`src/rtl/wdc_pkg.sv`:
```
package wdc_pkg;

  // Serial frame layout: write flag, register offset, data byte, MSB first
  localparam int          FRAME_BITS     = 16;
  localparam int          FRAME_WR_POS   = 15;
  localparam int          ADDR_HI        = 14;
  localparam int          ADDR_LO        = 8;
  localparam int          ADDR_W         = 7;
  localparam int          DATA_W         = 8;
  localparam logic [4:0]  BITCNT_RESET   = 5'h00;
  localparam logic [4:0]  BITCNT_FULL    = 5'h10;
  localparam logic [4:0]  BITCNT_OVER    = 5'h11;

  // Command register offsets
  localparam logic [6:0]  OFS_MAIN_READ_REQ  = 7'h0b;
  localparam logic [6:0]  OFS_WD_READ_REQ    = 7'h0c;
  localparam logic [6:0]  OFS_WINDOW_TIMING  = 7'h15;
  localparam logic [6:0]  OFS_RESPONSE_BYTE  = 7'h16;
  localparam logic [6:0]  OFS_RESPONSE_SYNC  = 7'h17;
  localparam logic [6:0]  OFS_HB_PERIOD      = 7'h18;
  localparam logic [6:0]  OFS_SOFT_RESET     = 7'h1a;
  localparam logic [6:0]  OFS_OUTPUT_ENABLE  = 7'h1c;
  localparam logic [6:0]  OFS_CONFIG_LOCK    = 7'h1e;

  // Read-request field widths
  localparam int          MAIN_REQ_BITS  = 5;
  localparam int          WD_REQ_BITS    = 4;

  // Window timing field positions
  localparam int          CWT_HI         = 7;
  localparam int          CWT_LO         = 2;
  localparam int          OWT_HI         = 1;
  localparam int          OWT_LO         = 0;
  localparam int          HBP_W          = 7;

  // Two-bit command codes
  localparam logic [1:0]  CMD_NONE_A     = 2'h0;
  localparam logic [1:0]  CMD_CLEAR      = 2'h1;
  localparam logic [1:0]  CMD_SET        = 2'h2;
  localparam logic [1:0]  CMD_SOFT_RESET = 2'h3;

  // Reset values of the held bits
  localparam logic        OE_RESET       = 1'b0;
  localparam logic        LOCK_RESET     = 1'b0;

  // Timing: one step of the watchdog grid and the clock rate
  localparam int          STEP_TIME_US   = 1600;
  localparam int          CLK_FREQ_MHZ   = 10;
  localparam int          STEP_CYCLES    = STEP_TIME_US * CLK_FREQ_MHZ;
  localparam int          OPEN_STEPS_PER_CODE = 2;
  localparam int          TIME_W         = 22;

  // Read bank selector for the sequencer
  typedef enum logic {WDC_BANK_MAIN, WDC_BANK_WD} wdc_bank_t;

endpackage : wdc_pkg

```
`src/rtl/wdc_sync.sv`:
```
module wdc_sync #(
  parameter int WIDTH = 1
) (
  input  wire logic             clk,
  input  wire logic             rst_n,
  input  wire logic [WIDTH-1:0] async_in,
  output logic      [WIDTH-1:0] sync_out
);
  logic [WIDTH-1:0] meta_reg;

  // First stage feeds only the second
  always_ff @(posedge clk or negedge rst_n) begin
    if (!rst_n) begin
      meta_reg <= '1;
      sync_out <= '1;
    end else begin
      meta_reg <= async_in;
      sync_out <= meta_reg;
    end
  end
endmodule : wdc_sync

```
`src/rtl/wdc_read_seq.sv`:
```
module wdc_read_seq
  import wdc_pkg::*;
#(
  parameter int MASK_W = 8
) (
  input  wire logic              clk,
  input  wire logic              rst_n,
  input  wire logic              load,
  input  wire logic [MASK_W-1:0] mask,
  input  wire wdc_bank_t         bank,
  output logic                   rd_strobe,
  output logic [2:0]             rd_bit,
  output wdc_bank_t              rd_bank,
  output logic                   busy
);
  logic [MASK_W-1:0] pend_reg;
  logic [2:0]        top_bit;

  function automatic logic [2:0] msb_index(input logic [MASK_W-1:0] m);
    logic [2:0] idx;
    idx = 3'h0;
    for (int i = 0; i < MASK_W; i++) begin
      if (m[i]) begin
        idx = 3'(i);
      end
    end
    return idx;
  endfunction : msb_index

  assign top_bit = msb_index(pend_reg);

  // One register per cycle, highest request first
  always_ff @(posedge clk or negedge rst_n) begin
    if (!rst_n) begin
      pend_reg  <= '0;
      rd_strobe <= 1'b0;
      rd_bit    <= 3'h0;
      rd_bank   <= WDC_BANK_MAIN;
      busy      <= 1'b0;
    end else if (load) begin
      pend_reg  <= mask;
      rd_bank   <= bank;
      rd_strobe <= 1'b0;
      busy      <= |mask;
    end else if (|pend_reg) begin
      rd_strobe         <= 1'b1;
      rd_bit            <= top_bit;
      pend_reg[top_bit] <= 1'b0;
      busy              <= 1'b1;
    end else begin
      rd_strobe <= 1'b0;
      busy      <= 1'b0;
    end
  end
endmodule : wdc_read_seq

```
`src/rtl/wdc_cmd_top.sv`:
```
module wdc_cmd_top
  import wdc_pkg::*;
#(
  parameter int STEP_CYC = STEP_CYCLES
) (
  clk,
  rst_n,
  spi_cs_n,
  spi_sck,
  spi_mosi,
  spi_miso,
  spi_miso_oe,
  frame_error_clear,
  frame_error_flag,
  read_strobe,
  read_bank,
  read_bit,
  closed_window_time,
  open_window_time,
  window_load,
  closed_window_cycles,
  open_window_cycles,
  response_byte,
  response_valid,
  heartbeat_sync,
  heartbeat_period,
  heartbeat_period_load,
  heartbeat_period_cycles,
  soft_reset_req,
  output_enable,
  config_lock
);
  input  wire logic                  clk;
  input  wire logic                  rst_n;
  input  wire logic                  spi_cs_n;
  input  wire logic                  spi_sck;
  input  wire logic                  spi_mosi;
  output logic                       spi_miso;
  output logic                       spi_miso_oe;
  input  wire logic                  frame_error_clear;
  output logic                       frame_error_flag;
  output logic                       read_strobe;
  output wdc_pkg::wdc_bank_t         read_bank;
  output logic [2:0]                 read_bit;
  output logic [5:0]                 closed_window_time;
  output logic [1:0]                 open_window_time;
  output logic                       window_load;
  output logic [wdc_pkg::TIME_W-1:0] closed_window_cycles;
  output logic [wdc_pkg::TIME_W-1:0] open_window_cycles;
  output logic [7:0]                 response_byte;
  output logic                       response_valid;
  output logic                       heartbeat_sync;
  output logic [6:0]                 heartbeat_period;
  output logic                       heartbeat_period_load;
  output logic [wdc_pkg::TIME_W-1:0] heartbeat_period_cycles;
  output logic                       soft_reset_req;
  output logic                       output_enable;
  output logic                       config_lock;

  // Link pins come from the host's domain
  logic [2:0]  pins_sync;
  logic        cs_n_s;
  logic        sck_s;
  logic        mosi_s;
  logic        cs_prev_reg;
  logic        sck_prev_reg;
  logic [4:0]  bitcnt_reg;
  logic [4:0]  bitcnt_next;
  logic [15:0] shift_reg;
  logic [7:0]  status_reg;
  logic        seq_busy;

  // Synchroniser resets to idle-high so no false frame start follows reset
  wdc_sync #(
    .WIDTH    (3)
  ) u_sync (
    .clk      (clk),
    .rst_n    (rst_n),
    .async_in ({spi_cs_n, spi_sck, spi_mosi}),
    .sync_out (pins_sync)
  );

  assign cs_n_s = pins_sync[2];
  assign sck_s  = pins_sync[1];
  assign mosi_s = pins_sync[0];

  // Edge and frame detection on synchronised levels
  wire frame_start = !cs_n_s && cs_prev_reg;
  wire frame_end   = cs_n_s && !cs_prev_reg;
  wire sck_rise    = !cs_n_s && sck_s && !sck_prev_reg;
  wire sck_fall    = !cs_n_s && !sck_s && sck_prev_reg;

  // Overlong frames saturate so that they stay malformed
  assign bitcnt_next = (bitcnt_reg == BITCNT_OVER) ? BITCNT_OVER : bitcnt_reg + 5'h01;

  // Only a clean 16-bit write frame may act on the commands
  wire frame_ok   = frame_end && (bitcnt_reg == BITCNT_FULL);
  wire frame_bad  = frame_end && (bitcnt_reg != BITCNT_FULL);
  wire wr         = frame_ok && shift_reg[FRAME_WR_POS];
  wire [6:0] addr = shift_reg[ADDR_HI:ADDR_LO];
  wire [7:0] data = shift_reg[DATA_W-1:0];

  // Register decode
  wire hit_main  = wr && (addr == OFS_MAIN_READ_REQ);
  wire hit_wd    = wr && (addr == OFS_WD_READ_REQ);
  wire hit_win   = wr && (addr == OFS_WINDOW_TIMING);
  wire hit_resp  = wr && (addr == OFS_RESPONSE_BYTE);
  wire hit_rsync = wr && (addr == OFS_RESPONSE_SYNC);
  wire hit_hbp   = wr && (addr == OFS_HB_PERIOD);
  wire hit_sr    = wr && (addr == OFS_SOFT_RESET);
  wire hit_oe    = wr && (addr == OFS_OUTPUT_ENABLE);
  wire hit_lock  = wr && (addr == OFS_CONFIG_LOCK);

  wire [5:0] cwt_code = data[CWT_HI:CWT_LO];
  wire [1:0] owt_code = data[OWT_HI:OWT_LO];
  wire [6:0] hbp_code = data[HBP_W-1:0];
  wire [1:0] cmd_code = data[1:0];

  wire cwt_nonzero = (cwt_code != 6'h00);
  wire hbp_nonzero = (hbp_code != 7'h00);

  // Clear and set share one decoder so both held bits treat spare codes alike
  function automatic logic [1:0] clear_set(input logic hit, input logic [1:0] code);
    logic [1:0] act;
    act = 2'b00;
    if (hit && code == CMD_CLEAR) begin
      act = 2'b01;
    end else if (hit && code == CMD_SET) begin
      act = 2'b10;
    end
    return act;
  endfunction : clear_set

  // Strobes fire in the cycle after the frame ends and never linger
  wire [1:0] oe_act    = clear_set(hit_oe, cmd_code);
  wire [1:0] lock_act  = clear_set(hit_lock, cmd_code);
  wire       sr_fire   = hit_sr && (cmd_code == CMD_SOFT_RESET);
  wire       win_fire  = hit_win && cwt_nonzero;
  wire       hbp_fire  = hit_hbp && hbp_nonzero;
  wire       resp_fire = hit_resp || hit_rsync;
  wire       hb_fire   = hit_rsync || hit_hbp;

  // Read requests: only ones matter, zeros are no action
  wire [7:0] main_mask = {3'h0, data[MAIN_REQ_BITS-1:0]};
  wire [7:0] wd_mask   = {4'h0, data[WD_REQ_BITS-1:0]};
  wire       seq_load  = hit_main || hit_wd;
  wire [7:0] seq_mask  = hit_main ? main_mask : wd_mask;
  wire wdc_bank_t seq_bank = hit_main ? WDC_BANK_MAIN : WDC_BANK_WD;

  // Product kept in 32 bits; the longest period still fits in TIME_W
  function automatic logic [TIME_W-1:0] steps_to_cycles(input logic [6:0] steps);
    logic [31:0] prod;
    prod = 32'(steps) * 32'(STEP_CYC);
    return prod[TIME_W-1:0];
  endfunction : steps_to_cycles

  // Open window is a multiple of two grid steps
  wire [6:0] owt_steps = 7'((owt_code + 3'h1) * OPEN_STEPS_PER_CODE);

  // A request arriving mid-sequence replaces the pending one
  wdc_read_seq #(
    .MASK_W    (8)
  ) u_seq (
    .clk       (clk),
    .rst_n     (rst_n),
    .load      (seq_load),
    .mask      (seq_mask),
    .bank      (seq_bank),
    .rd_strobe (read_strobe),
    .rd_bit    (read_bit),
    .rd_bank   (read_bank),
    .busy      (seq_busy)
  );

  // Serial shifter
  always_ff @(posedge clk or negedge rst_n) begin
    if (!rst_n) begin
      cs_prev_reg  <= 1'b1;
      sck_prev_reg <= 1'b0;
      bitcnt_reg   <= BITCNT_RESET;
      shift_reg    <= '0;
    end else begin
      cs_prev_reg  <= cs_n_s;
      sck_prev_reg <= sck_s;
      if (frame_start) begin
        bitcnt_reg <= BITCNT_RESET;
        shift_reg  <= '0;
      end else if (sck_rise) begin
        bitcnt_reg <= bitcnt_next;
        shift_reg  <= {shift_reg[FRAME_BITS-2:0], mosi_s};
      end
    end
  end

  // Flag leads so that a host sees a frame error with the first bit
  wire [7:0] status_word = {frame_error_flag, output_enable, config_lock, seq_busy, 4'h0};

  // Status shifted back to the host: own state, MSB first
  always_ff @(posedge clk or negedge rst_n) begin
    if (!rst_n) begin
      status_reg  <= '0;
      spi_miso    <= 1'b0;
      spi_miso_oe <= 1'b0;
    end else begin
      spi_miso_oe <= !cs_n_s;
      if (frame_start) begin
        status_reg <= status_word;
        spi_miso   <= status_word[7];
      end else if (sck_fall) begin
        status_reg <= {status_reg[6:0], 1'b0};
        spi_miso   <= status_reg[6];
      end
    end
  end

  // Frame error flag: a new error wins over a clear in the same cycle
  always_ff @(posedge clk or negedge rst_n) begin
    if (!rst_n) begin
      frame_error_flag <= 1'b0;
    end else if (frame_bad) begin
      frame_error_flag <= 1'b1;
    end else if (frame_error_clear) begin
      frame_error_flag <= 1'b0;
    end
  end

  // Window timing command
  always_ff @(posedge clk or negedge rst_n) begin
    if (!rst_n) begin
      window_load          <= 1'b0;
      closed_window_time   <= '0;
      open_window_time     <= '0;
      closed_window_cycles <= '0;
      open_window_cycles   <= '0;
    end else begin
      window_load <= win_fire;
      if (win_fire) begin
        closed_window_time   <= cwt_code;
        open_window_time     <= owt_code;
        closed_window_cycles <= steps_to_cycles({1'b0, cwt_code});
        open_window_cycles   <= steps_to_cycles(owt_steps);
      end
    end
  end

  // Functional watchdog response and heartbeat commands
  always_ff @(posedge clk or negedge rst_n) begin
    if (!rst_n) begin
      response_valid          <= 1'b0;
      response_byte           <= '0;
      heartbeat_sync          <= 1'b0;
      heartbeat_period_load   <= 1'b0;
      heartbeat_period        <= '0;
      heartbeat_period_cycles <= '0;
    end else begin
      response_valid        <= resp_fire;
      heartbeat_sync        <= hb_fire;
      heartbeat_period_load <= hbp_fire;
      if (resp_fire) begin
        response_byte <= data;
      end
      if (hbp_fire) begin
        heartbeat_period        <= hbp_code;
        heartbeat_period_cycles <= steps_to_cycles(hbp_code);
      end
    end
  end

  // Guarded global commands; soft reset needs code 3, codes 0 and 3 leave the held bits alone
  always_ff @(posedge clk or negedge rst_n) begin
    if (!rst_n) begin
      soft_reset_req <= 1'b0;
      output_enable  <= OE_RESET;
      config_lock    <= LOCK_RESET;
    end else begin
      soft_reset_req <= sr_fire;
      if (oe_act[0]) begin
        output_enable <= 1'b0;
      end else if (oe_act[1]) begin
        output_enable <= 1'b1;
      end
      if (lock_act[0]) begin
        config_lock <= 1'b0;
      end else if (lock_act[1]) begin
        config_lock <= 1'b1;
      end
    end
  end

endmodule : wdc_cmd_top

```
`config.mk`:
```
export PLATFORM = sky130hd
export DESIGN_NAME = wdc_cmd_top
export DESIGN_NICKNAME = d
export VERILOG_FILES = /design/src/rtl/wdc_pkg.sv /design/src/rtl/wdc_sync.sv /design/src/rtl/wdc_read_seq.sv /design/src/rtl/wdc_cmd_top.sv
export SDC_FILE = /design/constraint.sdc
export NUM_CORES = 1
export LEC_CHECK = 0
export ABC_AREA = 1
export BUFFER_PORTS_ARGS = -buffer_cell sky130_fd_sc_hd__buf_2
export CORE_AREA = 2 2 116 118
export DETAILED_ROUTE_END_ITERATION = 8
export DIE_AREA = 0 0 118 120
export PLACE_DENSITY = 0.78
export SYNTH_ARGS = -nofsm -noshare
export SYNTH_HDL_FRONTEND = slang
export SYNTH_SLANG_ARGS = --single-unit
export TNS_END_PERCENT = 20
```
`constraint.sdc`:
```
create_clock -name clk -period 11.3 [get_ports clk]
set_input_delay 1.13 -clock clk [delete_from_list [all_inputs] [get_ports clk]]
set_output_delay 1.13 -clock clk [all_outputs]
set_load 0.05 [all_outputs]
```
==> qor.txt <==
RSZ-0062 raised after global routing = false
Max reg flops = 16
Hold-fix buffers at CTS = 0
Slew headroom = 30.83%
Critical path arrival = 4.28 ns
Crit Path Max Fanout = 12
Antenna Violating Nets Remaining = 0
Post-Synth Simple-Gate Area = 18.80%
Post-synthesis sequential area ratio = 39.88%
Yosys cell types = 41
Worst skew pair latency = 0.36 ns
I/O pin cnt = 110
Initial antenna violation count = 0
CTS buffer count = 9
P_leak = 4.456 nW
Number of enable flip-flop cells after synthesis = 0
Met2 GRT Util = 37.83%
DR DRC count = 0
Critical path buffers and inverters = 3
Post-synth top area share = 37.27%
Status = completed
Critical path capture point type = register
Clock Tree Buf Depth = 2
Die Span Y = 120 µm
Synth area leader = dfrtp_1
Register area = 2811 µm²
Leading cell types in the layout, fill and taps excluded = 203 x nand2_1, 118 x inv_1, 105 x dfrtp_1
Num Clock Sinks = 112
Area Growth Syn to Fin = 10.24%
Final Skew = 0.01273 ns
Core Util, Final = 59.87%
Initial Utilization = 54.31%
Most Crowded Layer GR = met2
Main combinational cell family by area after synthesis = adder cells
Final GP Congestion = 0.8988
Multi-input logic area = 3566 µm²
Kind of cell adding the most delay to the critical path = adder cells
Dpl ws = 7.298 ns
Core area = 12,980 µm²
Power, Total = 0.8074 mW
Routed length per instance = 13.72 µm
Via count = 5,253
WP data required = 11.55 ns
CP max-delay cell = dfrtp_1
Row cnt = 42
H-Tree Depth = 3
Sequence of cells on the critical path = inv_1 > ha_1 > inv_1 > fa_1 > fa_1 > inv_1 > ha_1 > ha_1 > a21oi_1 > nor2_1 > nor2_1 > nand3b_1 > nand3_1 > nand2_1
Pin count of the biggest net entering global routing = 84
Synth async-reset ratio = 100.0%
Wire length of the first global-routing pass = 24,730 µm
Clock transition at the registers of the reported paths = 0.07 ns
CP Launch Type = register
Power per cell area = 103.9 nW/µm²
TritonRoute pass-1 iters = 5
Grt ovf = 0
Final Hold Vio Count = 0
Max-Cap Viols = 0
Peak Freq = 248.1 MHz
Drt initial violations = 334
Ys flop type = dfrtp_1
Post-route design area = 7771 µm²
Fin crit period = 4.030 ns
Yosys warning count = 0
Synthesized area = 7049 µm²
Share of layout cells above drive strength 1 = 13.27%
Fin worst setup slack = 7.270 ns
Die area = 14,160 µm²
Worst Tran Pin Value = 1.035 ns
TritonCTS clock tree = yes
Crit path largest cell delay = 0.75 ns
Fin. max-slew vios = 0
Post-synthesis adder-cell area fraction = 21.33%
Total track usage = 21.82%
Met1 usage = 28.11%
Post-Synth XOR/XNOR Area = 1.491%
Critical path class = register to register
# resized after CTS = 0
Fill cells = 1,143
Half-perimeter wire length after placement = 10,940 µm
Final setup fails = 0
Mux cell area share after synthesis = 0%
Post-synthesis compound-gate area fraction = 7.366%
Period utilization = 35.67%
Synthesized flop and latch total = 112
Port bufs = 80
Post-Route WL = 14,410 µm
Post-Syn Instances = 794
Vias in the first global route = 5,155
ANT cells = 0
Post-DP Area = 7463 µm²
Commonest non-fill, non-tap cell in the layout = nand2_1
Met3 usage = 3.945%
Worst hold-check path type = register to register
CTS Root Buffer Type = clkbuf_16
Vias per cell = 5.003
Avg Cell Area, Syn = 8.878 µm²
Post-CTS setup buffers = 0
Nets = 976
TNS Setup = 0 ns
Top cells by area, synth = dfrtp_1 37%, ha_1 12%, nand2_1 11%
Max VDD drop = 0.00007457 V
Die width = 118 µm
[path summary, 6_finish.rpt]
check,startpoint,to,slack [ns],cells after the start
worst max-delay path,shift_reg[5],heartbeat_period_cycles[17],7.27,14
worst min-delay path,u_sync.meta_reg[0],u_sync.sync_out[0],0.36,0
worst max register to register,shift_reg[5],heartbeat_period_cycles[17],7.27,14
worst min register to register,u_sync.meta_reg[0],u_sync.sync_out[0],0.36,0
max in group asynchronous,rst_n,u_seq.pend_reg[2],9.26,2
min in group asynchronous,rst_n,response_byte[6],0.69,1
[cell type report]
class	count	area share, %
repair buffers	81	5.281
well taps	176	2.834
flip-flops and latches	112	36.18
clock buffers	10	3.075
inverters	120	5.861
clock inverters	6	0.8855
multi-input cells	545	45.89
[power breakdown]
group	internal [mW]	total [mW]	switching, mW	leakage, nW
Combinational	0.0120	0.0667	0.0547	2.80
Sequential	0.408	0.413	0.00502	1.51
Clock	0.179	0.327	0.149	0.149
[worst reg2reg max path, stage by stage (launching register included)]
cell	delay (ns)
dfrtp_1	0.75
inv_1	0.35
ha_1	0.37
inv_1	0.05
fa_1	0.47
fa_1	0.55
inv_1	0.04
ha_1	0.28
ha_1	0.35
a21oi_1	0.29
nor2_1	0.07
nor2_1	0.13
nand3b_1	0.09
nand3_1	0.08
nand2_1	0.06
[synthesized netlist by cell type (all sizes together) (2+ instances only)]
cell type  number
dfrtp         105
dfstp           7
xor2            3
nor3            2
nand4           6
nor2           42
o21a            5
a31oi           3
nand2         204
a21oi          15
inv           119
clkbuf          3
xnor2           9
o21ai          49
nand3          45
ha             69
or2             2
buf            43
fa             32
o22ai          16
nand3b          6
nor4            2
[cells by family after synthesis]
group                    count (synthesis)
buffers and inverters                  166
adder cells (fa/ha/maj)                101
AND/OR/NAND/NOR                        309
AO/OA/AOI/OAI                           93
other                                    1
XOR/XNOR                                12
flip-flops                             112
[stage by stage]
step / hold WS [ns] / instances
after detailed placement: 0.3473 / 1034
final: 0.3574 / 1050
after global routing: 0.3605 / 1050
after floorplan: 0.3452 / 823
after global placement: 0.3491 / 1034
after CTS: 0.3585 / 1050
[metal layers]
metal	routed length [µm]	up-vias	share of wire, %
met5	0	-	0
met4	170	0	1.2
met3	435	14	3.0
met2	7428	87	52
met1	6373	2553	44
li1	-	2599	-
(Power assumes the default switching activity.)
